## config.mk

```make
export PLATFORM = sky130hd
export DESIGN_NAME = ood_core
export DESIGN_NICKNAME = d
export VERILOG_FILES = /design/src/common/ood_pkg.sv /design/src/hdl/ood_field_dec.sv /design/src/hdl/ood_core.sv
export SDC_FILE = /design/constraint.sdc
export NUM_CORES = 1
export LEC_CHECK = 0
export BUFFER_PORTS_ARGS = -buffer_cell sky130_fd_sc_hd__buf_2
export CAP_MARGIN = 10
export CORE_UTILIZATION = 50
export CTS_CLUSTER_SIZE = 24
export DETAILED_ROUTE_END_ITERATION = 7
export PLACE_DENSITY = 0.76
export SLEW_MARGIN = 20
export SYNTH_ARGS = -nofsm -noshare
export SYNTH_HDL_FRONTEND = slang
export SYNTH_SLANG_ARGS = --single-unit
```

## constraint.sdc

```tcl
create_clock -name pclk -period 3 [get_ports pclk]
set_clock_uncertainty 0.1 [all_clocks]
set_input_delay 0.15 -clock pclk [delete_from_list [all_inputs] [get_ports pclk]]
set_output_delay 0.15 -clock pclk [all_outputs]
set_load 0.01 [all_outputs]
```

## src/common/ood_pkg.sv

```systemverilog
// Purpose: constants and types of the opcode operand field decoder
// Assumes: 16-bit instruction words, APB slave with 32-bit data
// Notes:   register offsets are byte addresses
// Operation
// - general file operand is an 8-bit address, 00h to FFh
// - peripheral operand is a 5-bit address, 00h to 1Fh only
// - pointer control 0 keeps table pointer, 1 increments it after execution
// - byte select 0 targets table latch low byte, 1 the high byte
// - destination bit 0 writes accumulator only, 1 writes file register only
// - alternate destination bit 0 writes file and accumulator, 1 file only
// - don't-care bits are ignored; either value behaves identically
// - bit operand is a 3-bit index into an 8-bit file register
// - global interrupt disable is bit 4 of the cpu status register
// - table pointer is 16 bits wide
// - table latch is 16 bits with separately selectable high and low bytes
// - each instruction is one 16-bit word: opcode then operand fields
// - literal operand is an 8-bit or 13-bit constant per instruction
package ood_pkg;

  // ----------------------------------------------------------------
  // register map
  // ----------------------------------------------------------------
  localparam logic [7:0] ADDR_INSTR     = 8'h00;
  localparam logic [7:0] ADDR_FIELDS    = 8'h04;
  localparam logic [7:0] ADDR_LIT       = 8'h08;
  localparam logic [7:0] ADDR_TPTR        = 8'h0C;
  localparam logic [7:0] ADDR_TLATCH      = 8'h10;
  localparam logic [7:0] ADDR_TLATCH_BYTE = 8'h14;
  localparam logic [7:0] ADDR_STATUS      = 8'h18;

  // ----------------------------------------------------------------
  // reset values and bit positions
  // ----------------------------------------------------------------
  localparam logic [7:0]  RST_STATUS = 8'h10;
  localparam logic [15:0] RST_TPTR   = 16'h0000;
  localparam logic [15:0] RST_TLATCH = 16'h0000;
  localparam int          GLINT_BIT  = 4;
  localparam logic [15:0] TPTR_STEP  = 16'h0001;

  // instruction field positions
  localparam int F_MSB    = 7;
  localparam int P_MSB    = 12;
  localparam int P_LSB    = 8;
  localparam int B_MSB    = 10;
  localparam int B_LSB    = 8;
  localparam int K13_MSB  = 12;
  localparam int D_BIT    = 8;
  localparam int TI_BIT   = 8;
  localparam int TT_BIT   = 9;
  localparam int TDIR_BIT = 10;
  localparam int TRW_BIT  = 11;

  // opcode groups
  localparam logic [1:0] GRP_BYTE   = 2'h0;
  localparam logic [1:0] GRP_MOVP   = 2'h1;
  localparam logic [2:0] GRP_BIT    = 3'h4;
  localparam logic [3:0] OPC_TBL    = 4'hA;
  localparam logic [3:0] OPC_LIT8   = 4'hB;
  localparam logic [3:0] OPC_CMPMUL = 4'h3;
  localparam logic [4:0] OPC_STYPE  = 5'h05;
  localparam logic [7:0] OPC_NOPHI  = 8'h00;
  localparam logic [7:0] OPC_MOVWF  = 8'h01;

  // ----------------------------------------------------------------
  // types
  // ----------------------------------------------------------------
  typedef enum logic [2:0] {
    OOD_FMT_NONE, OOD_FMT_BYTE, OOD_FMT_MOVP, OOD_FMT_BIT,
    OOD_FMT_TBL, OOD_FMT_LIT8, OOD_FMT_LIT13
  } ood_fmt_t;

  typedef struct packed {
    ood_fmt_t    fmt;
    logic [7:0]  file_addr;
    logic [4:0]  periph_addr;
    logic [2:0]  bit_idx;
    logic        tbl_hi;
    logic        tbl_inc;
    logic        tbl_rw;
    logic        dsel_d;
    logic        dsel_s;
    logic        wr_acc;
    logic        wr_file;
    logic [12:0] lit;
    logic        lit13;
    logic        reserved;
  } ood_dec_t;

  typedef struct packed {
    logic        psel;
    logic        penable;
    logic        pwrite;
    logic [7:0]  paddr;
    logic [31:0] pwdata;
  } ood_apb_req_t;

  typedef struct packed {
    logic [31:0] prdata;
    logic        pready;
    logic        pslverr;
  } ood_apb_rsp_t;

  typedef struct packed {
    logic [15:0]  ir;
    ood_dec_t     dec;
    logic         done;
    logic [15:0]  tptr;
    logic [15:0]  tlatch;
    logic [7:0]   status;
    ood_apb_rsp_t rsp;
  } ood_state_t;

endpackage

```

## src/hdl/ood_field_dec.sv

```systemverilog
// Purpose: pure field extraction from one 16-bit instruction word
// Assumes: word taken live from the write data, before capture; no clock needed
// Notes:   fields come from fixed positions per format class
`timescale 1ns/100ps
module ood_field_dec
  import ood_pkg::*;
(
  // instruction in
  input  wire logic [15:0] instr_word,
  // decoded fields out
  output ood_pkg::ood_dec_t fields
);

  // ----------------------------------------------------------------
  // format class and operand slicing
  // ----------------------------------------------------------------
  // one pass over the opcode bits; no table lookup beyond them
  always_comb
  begin
    fields             = '0;
    fields.file_addr   = instr_word[F_MSB:0];
    if (instr_word[15:14] == GRP_BYTE)
    begin
      fields.fmt = OOD_FMT_BYTE;
      if (instr_word[15:11] == OPC_STYPE)
      begin
        fields.dsel_s  = 1'b1;
        fields.wr_file = 1'b1;
        fields.wr_acc  = ~instr_word[D_BIT];
      end
      else if (instr_word[15:8] == OPC_NOPHI)
      begin
        fields.fmt      = OOD_FMT_NONE;
        fields.reserved = |instr_word[F_MSB:0];
      end
      else if (instr_word[15:8] == OPC_MOVWF)
        fields.wr_file = 1'b1;
      else if (instr_word[15:12] == OPC_CMPMUL)
        fields.reserved = instr_word[B_MSB:B_LSB] == 3'h3 ||
                          instr_word[TRW_BIT] ||
                          (instr_word[B_MSB] && |instr_word[9:8]);
      else
      begin
        fields.dsel_d  = 1'b1;
        fields.wr_file = instr_word[D_BIT];
        fields.wr_acc  = ~instr_word[D_BIT];
      end
    end
    else if (instr_word[15:14] == GRP_MOVP)
    begin
      fields.fmt         = OOD_FMT_MOVP;
      fields.periph_addr = instr_word[P_MSB:P_LSB];
      fields.wr_file     = 1'b1;
    end
    else if (instr_word[15:13] == GRP_BIT)
    begin
      fields.fmt     = OOD_FMT_BIT;
      fields.bit_idx = instr_word[B_MSB:B_LSB];
      fields.wr_file = 1'b1;
    end
    else if (instr_word[15:12] == OPC_TBL)
    begin
      fields.fmt     = OOD_FMT_TBL;
      fields.tbl_rw  = instr_word[TRW_BIT];
      fields.tbl_hi  = instr_word[TT_BIT];
      // latch-only forms carry a don't-care here, so it never counts
      fields.tbl_inc = instr_word[TRW_BIT] & instr_word[TI_BIT];
      fields.wr_file = ~instr_word[TDIR_BIT];
    end
    else if (instr_word[15:12] == OPC_LIT8)
    begin
      fields.fmt = OOD_FMT_LIT8;
      fields.lit = {5'h00, instr_word[F_MSB:0]};
    end
    else
    begin
      fields.fmt   = OOD_FMT_LIT13;
      fields.lit   = instr_word[K13_MSB:0];
      fields.lit13 = 1'b1;
    end
  end

endmodule

```

## src/hdl/ood_core.sv

```systemverilog
// Purpose: APB-visible operand decoder with table pointer, table latch
//          and cpu status register
// Assumes: one clock, pclk at 25 MHz; presetn asynchronous, active low
// Notes:   one wait state on every APB access; writes land at the
//          edge where pready is sampled high
//
// The register offsets and register access over APB are this design's own decisions.
`timescale 1ns/100ps
module ood_core
(
  // clock and reset
  input  wire logic                 pclk,
  input  wire logic                 presetn,
  // apb slave
  input  wire ood_pkg::ood_apb_req_t apb_req,
  output ood_pkg::ood_apb_rsp_t      apb_rsp,
  // decode results
  output ood_pkg::ood_dec_t          fields,
  output logic [15:0]                instr_word,
  output logic                       dec_valid,
  // table and status state
  output logic [15:0]                table_pointer,
  output logic [15:0]                table_latch,
  output logic                       global_irq_disable
);
  import ood_pkg::*;

  // ----------------------------------------------------------------
  // declarations
  // ----------------------------------------------------------------
  ood_state_t  st_reg;
  ood_state_t  st_next;
  ood_dec_t    wr_dec;
  logic        acc_start;
  logic        commit;
  logic        wr_commit;
  logic        rd_err;
  logic [31:0] rd_word;
  logic        do_inc;

  // ----------------------------------------------------------------
  // decoder on the write data path
  // ----------------------------------------------------------------
  // decoding pwdata directly lets the fields land with the word itself
  ood_field_dec u_dec
  (
    .instr_word (apb_req.pwdata[15:0]),
    .fields     (wr_dec)
  );

  // ----------------------------------------------------------------
  // bus phase decode
  // ----------------------------------------------------------------
  // first access cycle raises pready, the next one completes
  assign acc_start = apb_req.psel & apb_req.penable & ~st_reg.rsp.pready;
  assign commit    = apb_req.psel & apb_req.penable & st_reg.rsp.pready;
  assign wr_commit = commit & apb_req.pwrite & ~st_reg.rsp.pslverr;

  // pointer step is due one cycle after a table instruction lands
  assign do_inc = st_reg.done & (st_reg.dec.fmt == OOD_FMT_TBL) &
                  st_reg.dec.tbl_inc;

  // ----------------------------------------------------------------
  // read mux
  // ----------------------------------------------------------------
  // unmapped offsets answer zero with an error flag
  always_comb
  begin
    rd_word = 32'h0000_0000;
    rd_err  = 1'b0;
    unique case (apb_req.paddr)
      ADDR_INSTR:
        rd_word = {16'h0000, st_reg.ir};
      ADDR_FIELDS:
      begin
        rd_word[7:0]   = st_reg.dec.file_addr;
        rd_word[12:8]  = st_reg.dec.periph_addr;
        rd_word[15:13] = st_reg.dec.bit_idx;
        rd_word[16]    = st_reg.dec.tbl_hi;
        rd_word[17]    = st_reg.dec.tbl_inc;
        rd_word[18]    = st_reg.dec.wr_acc;
        rd_word[19]    = st_reg.dec.wr_file;
        rd_word[20]    = st_reg.dec.reserved;
        rd_word[23:21] = st_reg.dec.fmt;
        rd_word[24]    = st_reg.dec.tbl_rw;
        rd_word[25]    = st_reg.dec.dsel_d;
        rd_word[26]    = st_reg.dec.dsel_s;
      end
      ADDR_LIT:
      begin
        rd_word[12:0] = st_reg.dec.lit;
        rd_word[16]   = st_reg.dec.lit13;
      end
      ADDR_TPTR:
        rd_word = {16'h0000, st_reg.tptr};
      ADDR_TLATCH:
        rd_word = {16'h0000, st_reg.tlatch};
      ADDR_TLATCH_BYTE:
        rd_word = {24'h00_0000, st_reg.dec.tbl_hi ?
                   st_reg.tlatch[15:8] : st_reg.tlatch[7:0]};
      ADDR_STATUS:
        rd_word = {24'h00_0000, st_reg.status};
      default:
        rd_err = 1'b1;
    endcase
  end

  // ----------------------------------------------------------------
  // next state
  // ----------------------------------------------------------------
  always_comb
  begin
    st_next      = st_reg;
    st_next.done = 1'b0;

    // response: held stable from the access start to completion
    st_next.rsp.pready = acc_start;
    if (acc_start)
    begin
      st_next.rsp.pslverr = rd_err;
      st_next.rsp.prdata  = apb_req.pwrite ? 32'h0000_0000 : rd_word;
    end
    else if (commit)
    begin
      st_next.rsp.pslverr = 1'b0;
      st_next.rsp.prdata  = 32'h0000_0000;
    end

    // register writes
    if (wr_commit)
    begin
      unique case (apb_req.paddr)
        ADDR_INSTR:
        begin
          st_next.ir   = apb_req.pwdata[15:0];
          st_next.dec  = wr_dec;
          st_next.done = 1'b1;
        end
        ADDR_TPTR:
          st_next.tptr = apb_req.pwdata[15:0];
        ADDR_TLATCH:
          st_next.tlatch = apb_req.pwdata[15:0];
        ADDR_TLATCH_BYTE:
        begin
          if (st_reg.dec.tbl_hi)
            st_next.tlatch[15:8] = apb_req.pwdata[7:0];
          else
            st_next.tlatch[7:0] = apb_req.pwdata[7:0];
        end
        ADDR_STATUS:
          st_next.status = apb_req.pwdata[7:0];
        default:
          st_next.done = 1'b0;
      endcase
    end

    // the execution-side step outranks a same-cycle software write
    if (do_inc)
      st_next.tptr = st_reg.tptr + TPTR_STEP;
  end

  // ----------------------------------------------------------------
  // state register
  // ----------------------------------------------------------------
  always_ff @(posedge pclk or negedge presetn)
  begin
    if (!presetn)
    begin
      st_reg        <= '0;
      st_reg.tptr   <= RST_TPTR;
      st_reg.tlatch <= RST_TLATCH;
      st_reg.status <= RST_STATUS;
    end
    else
      st_reg <= st_next;
  end

  // ----------------------------------------------------------------
  // outputs, all straight from the state register
  // ----------------------------------------------------------------
  assign apb_rsp            = st_reg.rsp;
  assign fields             = st_reg.dec;
  assign instr_word         = st_reg.ir;
  assign dec_valid          = st_reg.done;
  assign table_pointer      = st_reg.tptr;
  assign table_latch        = st_reg.tlatch;
  assign global_irq_disable = st_reg.status[GLINT_BIT];
endmodule

```

Word level (Yosys, flattened, before mapping)
Index checks and enable logic that the tools add are counted.
{"block": "totals", "elab_cells": 129, "out_inout_bits": 125, "in_bits": 45, "ff_bits": 132}
{"block": "op_classes", "add_sub_neg": 1, "n_reduce_logical": 18, "n_mux": 58, "bitwise": 12, "eq_ne": 17}
{"cell": "$pmux 13 s7", "n": 1}
{"cell": "$mux 32", "n": 2}
{"cell": "$mux 14", "n": 4}
{"cell": "$mux 41", "n": 1}
{"cell": "$mux 16", "n": 2}
{"cell": "$mux 8", "n": 4}
{"cell": "$pmux 16 s2", "n": 1}
{"cell": "$mux 27", "n": 1}
{"cell": "$mux 3", "n": 9}
{"cell": "$eq 8x5->1 const B", "n": 3}
{"cell": "$mux 1", "n": 22}
{"cell": "$add 16x1->16 const B", "n": 1}
{"cell": "$eq 8x4->1 const B", "n": 2}
{"cell": "$logic_not 8->1", "n": 2}
{"cell": "$mux 13", "n": 1}
{"cell": "$pmux 3 s4", "n": 1}
{"cell": "$mux 11", "n": 1}
{"cell": "$mux 10", "n": 1}
{"cell": "$and 1x1->1", "n": 8}
{"cell": "$eq 4x4->1 const B", "n": 2}
{"cell": "$eq 8x1->1 const B", "n": 1}
{"cell": "$eq 8x3->1 const B", "n": 1}
{"cell": "$mux 2", "n": 4}
{"cell": "$reduce_bool 2->1", "n": 4}
{"cell": "other kinds (18)", "n": 27}

Longest topological paths before layout
Gate-level depths: netlist of run 1.
{"block": "depth", "depth_word": 8, "ltp_mapped": 8, "depth_no_buf": 6}

By module
From an unflattened synthesis of run 1, not the netlist that was laid out.
{"block": "hier_totals", "hier_cells": 822, "area_unflattened_um2": 7429.6}
{"mod": "ood_core", "area_per_inst_um2": 6971.7, "cells_per_inst": 754, "instances": 1, "seq_area_each_um2": 3179.3}
{"mod": "ood_field_dec", "area_per_inst_um2": 457.9, "cells_per_inst": 68, "instances": 1, "seq_area_each_um2": 0.0}

Worst setup path after synthesis of run 1
Ideal clock, no wire load.
{"block": "synth_path", "path_type": "register to register", "start": "register st_reg, in the netlist dec_valid", "end": "register st_reg, in the netlist table_pointer[13]", "path_stages_with_launch": 6, "n_path_buf": 2, "arrival_ns": 1.803, "setup_slack_ns": 0.975, "path_cell_list": "dfrtp_1 and4_1 clkbuf_1 or4b_2 clkbuf_1 o221a_2"}
{"block": "synth_via", "elab_chain_cells": 4}
{"element": "start, declared", "line": "ood_core.sv:31", "source": "ood_state_t st_reg;"}
{"element": "start signal, assigned", "line": "ood_core.sv:175", "source": "st_reg <= st_next;"}
{"element": "$and 1x1->1 * (2 in series)", "line": "ood_core.sv:60", "source": "assign do_inc = st_reg.done & (st_reg.dec.fmt == OOD_FMT_TBL) &"}
{"element": "$reduce_bool 2->1 (no line)"}
{"element": "$reduce_and 2->1 (no line)"}
Every way passes the cells marked *; elsewhere a longest branch is shown, timed or not.
A chain may end at the register's enable or synchronous reset.

Final worst setup path of run 1
{"block": "layout_path", "start": "register st_reg, in the netlist apb_rsp[0]", "end": "register st_reg, in the netlist fields[38]"}
{"block": "layout_via", "elab_chain_cells": 3}
{"element": "$not 1->1", "line": "ood_core.sv:57", "source": "assign wr_commit = commit & apb_req.pwrite & ~st_reg.rsp.pslverr;"}
{"element": "$and 1x1->1", "line": "ood_core.sv:57"}
{"element": "$reduce_and 2->1 (no line)"}
No other way between the ends.

==> run metrics, run 1 <==
grt ovf=0; number of global-route vias before repair=a little over 5k; DRT Wirelength=18200 um; Synth async-reset ratio=1.00; main area contributors after synthesis=dfrtp_1 44%, buf_4 14%, nand2_1 7.7%, mux2_2 4.4%, nand3_1 2.5%; endpoints failing setup=0; Initial DRC Count=between 500 and 600; most frequent cells in the layout=147 x buf_2, 138 x nand2_1, 118 x dfrtp_1, 36 x nor2_1, 34 x nand3_1; Syn Area/Cell=about 9.4 um2; die area=approximately 14000 um2; Post-synth EDFFs=0; Placed Cells=886; H-tree levels=4; CP bufs+invs=1; # DRC=0; RSZ-0062 raised after global routing=false; Starting Density=0.522; core area=12900 um2; largest net degree at the start of global routing=63; gpl congestion=0.951; fin crit share=0.761; # IOs=170; first-pass GRT wire length=28600 um; crit start category=flop; drt first pass iters=5; layout overhead on the synthesized area=10.5%; Unique masters post-synth=58; sequential share of the synthesized area=0.444; Seq pwr share=0.414; CP Max Fanout=38; Int Power=0.00307 W; static leakage=3.84 nW; CTS tree=yes; Final ANT Viol Nets=0; CP peak stage delay=450 ps; Area after DPL=6700 um2; CTS buffer count=17; clock power share=0.534; Ys Warns=0; Slew Limit Headroom=0.496; final hold viol count=0; NumNets Final=approximately 800; number of max-cap violations=0; DPL Wire Length=around 13000 um; post-route cell area=7420 um2; Final min period=around 2300 ps; Post-CTS Hold Fix Bufs=10; wire per inst=~20 um; Comb pwr share=0.052; top cell type's share of synthesized area=0.440; share of post-route cells with drive strength above 1=0.311; Net Sw Frac=0.217; postcts setup bufs=0; Resized cells post-CTS=0; Worst setup EP type=flop; Post-Syn Instances=712; fillcell total=1084; Total Routing Usage GR=0.267; Critical Path RT=3250 ps; vias per cell=between 5 and 6; routed via count=5390; CTS clk-pin slew, worst paths=around 50 ps; setup TNS=0 ps; fmax=roughly 440 MHz; Die Width=approximately 120 um; CP delay by family, top=simple AND/OR/NAND/NOR gates; Min-Delay Path Class=primary input to flop; top cell type by total area after synthesis=dfrtp_1; Syn Std Cell Area=6720 um2; Inserted Diodes=0; clk sinks=119; Max Root-Sink Buffers=2; Max VDD drop=0.419 mV; chip height=118 um; most common cell after layout, fill and taps aside=buf_2; outcome=finished, final reports clean; initial antenna violation count=0; crit path DAT=2530 ps; slowest cell on the critical path=or3_4; net switching power=0.000851 W; Cell Count, Final, Fillers Out=around 930; clk_lat worst skew=410 ps; crit-path cells=nand3b_1 > or3_4 > nor4_4 > buf_4 > o311ai_0 > nand2_1; Largest register FFs=33; Post-synth top flop=dfrtp_1; clk root buf=clkbuf_16; Worst Max-Slew Pin Slew=754 ps; Seq cells post-synth=119; PwrDens=528 nW/um2; Max Slew Vio Count=0; Site Rows=a little over 40; Setup CP Type=flop to flop; port bufs=148
[cell usage after synthesis (2+ instances only)]
library cell  instances
nand2_1             138
buf_4               125
dfrtp_1             118
nor2_1               36
nand3_1              34
mux2_2               26
clkbuf_1             24
a21oi_1              19
o21ai_0              19
a22o_1               18
nor3_1               17
a22oi_1              15
mux2i_1              12
a211oi_1             11
nor4_1               10
a221o_1               8
nand4_1               6
and2_1                5
buf_2                 5
mux4_2                5
a311oi_1              4
buf_1                 4
o221a_2               4
inv_1                 3
or3_1                 3
a21oi_2               2
and3_1                2
and4_1                2
nand3b_1              2
nor2b_1               2
nor3_2                2
nor3b_1               2
o211ai_1              2
o21bai_1              2
o31ai_1               2
[layer usage]
metal	global-route usage	vias up	share of wire
li1	-	2438	-
met1	0.352	2616	0.41
met2	0.418	299	0.48
met3	0.0683	37	0.085
met4	0.108	0	0.024
met5	0	-	0
[final timing paths]
check                            start             end  slack, ps  depth (start not counted)
min in group asynchronous      presetn   instr_word[6]        240                          2
max                         apb_rsp[0]      fields[38]        720                          6
max reg2reg                 apb_rsp[0]      fields[38]        720                          6
min                        apb_req[14]  instr_word[14]          5                          3
min reg2reg                apb_rsp[13]     apb_rsp[13]        360                          2
max in group asynchronous      presetn      fields[17]       1770                          3
[worst min-delay path, stage by stage]
cell and delay [ps]:
buf_2 190, nand2_1 80, nand2_1 50
[area by class of cell]
cell class,count,area (um2),area share
flip-flops and latches,119,2980,0.401
multi-input cells,434,2670,0.359
repair buffers,167,923,0.124
clock buffers,26,539,0.0727
well taps,172,215,0.0290
clock inverters,6,85.1,0.0115
inverters,4,15.0,0.00202
[cell families after synthesis]
kind of cell,synth area share
and+or+nand+nor,0.184
adders and majority gates,0.00335
DFF,0.444
buffers and inverters,0.163
other,0.000558
muxes,0.0783
AOI/OAI and AO/OA,0.128
[power groups by stage]
stage | clock [W] | combinational (W) | sequential (W)
floorplan | 0 | 0.0000990 | 0.00165
global placement | 0 | 0.000188 | 0.00165
detailed placement | 0 | 0.000192 | 0.00165
CTS | 0.00211 | 0.000203 | 0.00162
global route | 0.00218 | 0.000222 | 0.00162
finish | 0.00209 | 0.000205 | 0.00162
[per-stage QoR]
stage | setup slack, ps | util | power, W | hold WS [ps]
finish | 717 | 0.576 | 0.00392 | 5.28
global route | 640 | 0.576 | 0.00402 | 9.02
CTS | 760 | 0.576 | 0.00393 | 0.464
detailed placement | 671 | 0.520 | 0.00184 | 161
global placement | 719 | 0.520 | 0.00183 | 145
floorplan | 975 | - | 0.00174 | -246
(Power assumes the default switching activity.)
==> inputs of run 2 (changes only) <==
==> constraint.sdc (replaced) <==
create_clock -name pclk -period 2.3 [get_ports pclk]
set_clock_uncertainty 0.1 [all_clocks]
set_input_delay 0.115 -clock pclk [delete_from_list [all_inputs] [get_ports pclk]]
set_output_delay 0.115 -clock pclk [all_outputs]
set_load 0.01 [all_outputs]
==> run metrics, run 2 (synthesis results as in run 1) <==
outcome=finished, final reports clean; initial antenna violation count=3; slowest cell on the critical path=nor4_1; CP peak stage delay=480 ps; min-delay src=apb_req[15]; postcts setup bufs=0; Net Sw Frac=0.226; setup TNS=0 ps; post-route cell area=7490 um2; Multi-input gate area=roughly 2700 um2; Comb pwr share=0.059; port bufs=148; FF-to-FF End=table_pointer[3]; crit start category=flop; Worst Max-Slew Pin Slew=752 ps; Largest register FFs=33; grt ovf=0; die area=13900 um2; reg2reg setup slack=180 ps; Critical Path RT=2510 ps; CTS clk-pin slew, worst paths=50 ps; PwrDens=631 nW/um2; first-pass GRT wire length=28900 um; Initial DRC Count=594; Max Root-Sink Buffers=2; wire per inst=19.1 um; Min-Delay Path Class=primary input to flop; Inserted Diodes=0; Area after DPL=6820 um2; layout overhead on the synthesized area=11.5%; number of global-route vias before repair=5437; chip height=118 um; routed via count=5482; Site Rows=41; clk_lat worst skew=420 ps; Slew Limit Headroom=0.497; Hold Path Stages=3; Min-Delay Endpoint=fields[40]; fin crit share=0.924; CP delay by family, top=simple AND/OR/NAND/NOR gates; Max Slew Vio Count=0; share of post-route cells with drive strength above 1=0.313; Die Width=118 um; gpl congestion=0.897; fmax=471 MHz; largest net degree at the start of global routing=120; static leakage=a little under 4 nW; register area=a little under 3000 um2; Max VDD drop=0.576 mV; endpoints failing setup=0; Total Routing Usage GR=0.271; Worst setup EP type=flop; RSZ-0062 raised after global routing=false; Int Power=0.00366 W; CP bufs+invs=0; clk sinks=119; CP Max Fanout=11; clock power share=0.494; drt first pass iters=7; clk root buf=clkbuf_16; CTS tree=yes; crit path DAT=approximately 2300 ps; DRT Wirelength=18000 um; worst reg-to-reg path cell count=5; most common cell after layout, fill and taps aside=buf_2; Final min period=2120 ps; crit-path cells=nand3b_1 > nor4_1 > and2_1 > nor3b_1 > a211o_1; core area=around 13000 um2; vias per cell=5.81; fillcell total=1098; H-tree levels=4; number of max-cap violations=0; # DRC=0; Starting Density=0.522; Final ANT Viol Nets=0; Seq pwr share=0.447; reg-to-reg startpoint=apb_rsp[0]; final hold viol count=0; CTS buffer count=17; net switching power=0.00107 W; # IOs=170; NumNets Final=between 800 and 900; most frequent cells in the layout=147 x buf_2, 138 x nand2_1, 118 x dfrtp_1, 36 x nor2_1, 34 x nand3_1; Setup CP Type=flop to flop; DPL Wire Length=~13000 um
run 2: power by group through the flow:
stage / sequential, W / combinational [W] / clock, W
after floorplan: 0.00215 / 0.000129 / 0
after global placement: 0.00215 / 0.000252 / 0
after detailed placement: 0.00215 / 0.000256 / 0
after CTS: 0.00211 / 0.000277 / 0.00237
after global routing: 0.00211 / 0.000304 / 0.00246
final: 0.00211 / 0.000280 / 0.00234
run 2: metal layers:
layer  track usage  share of wire  vias to the layer above
li1              -              -                     2488
met2         0.410           0.47                      261
met5             0         0.0018                        -
met1         0.348           0.42                     2670
met3        0.0833          0.082                       59
met4         0.145          0.033                        4
run 2: layout make-up:
| type | count | share of cell area |
|---|---|---|
| Clock buffer | 22 | 0.0606 |
| Clock inverter | 6 | 0.00735 |
| Inverter | 4 | 0.00200 |
| Timing Repair Buffer | 186 | 0.148 |
| Tap cell | 172 | 0.0287 |
| Multi-Input combinational cell | 434 | 0.356 |
| Sequential cell | 119 | 0.398 |
run 2: worst max path at each step:
stage | depth (start not counted) | startpoint | endpoint
finish | 5 | apb_rsp[0] | table_pointer[3]
floorplan | 5 | dec_valid | table_pointer[13]
CTS | 5 | apb_rsp[0] | table_pointer[3]
global route | 4 | apb_rsp[0] | table_latch[6]
global placement | 6 | apb_req[37] | table_pointer[3]
detailed placement | 6 | apb_req[37] | table_pointer[3]
run 2: stage by stage:
step	setup WS (ps)	util	std cells	power, W	hold WS, ps
5_1_grt	37.9	0.582	943	0.00487	31.1
6_report	176	0.582	943	0.00473	5.40
3_3_place_gp	157	0.530	899	0.00240	148
4_1_cts	191	0.582	943	0.00476	1.13
2_1_floorplan	275	-	716	0.00227	-281
3_5_place_dp	140	0.530	899	0.00240	160
run 2: tightest hold or removal path, stage by stage:
cell and delay (ps):
buf_2 180, o21ai_0 100, o21ai_0 80
run 2: what timing repair did:
action / CTS / global route
hold buffers: 16 / 0
resized for setup: 0 / 0
endpoints found under the hold margin: 173 / 0
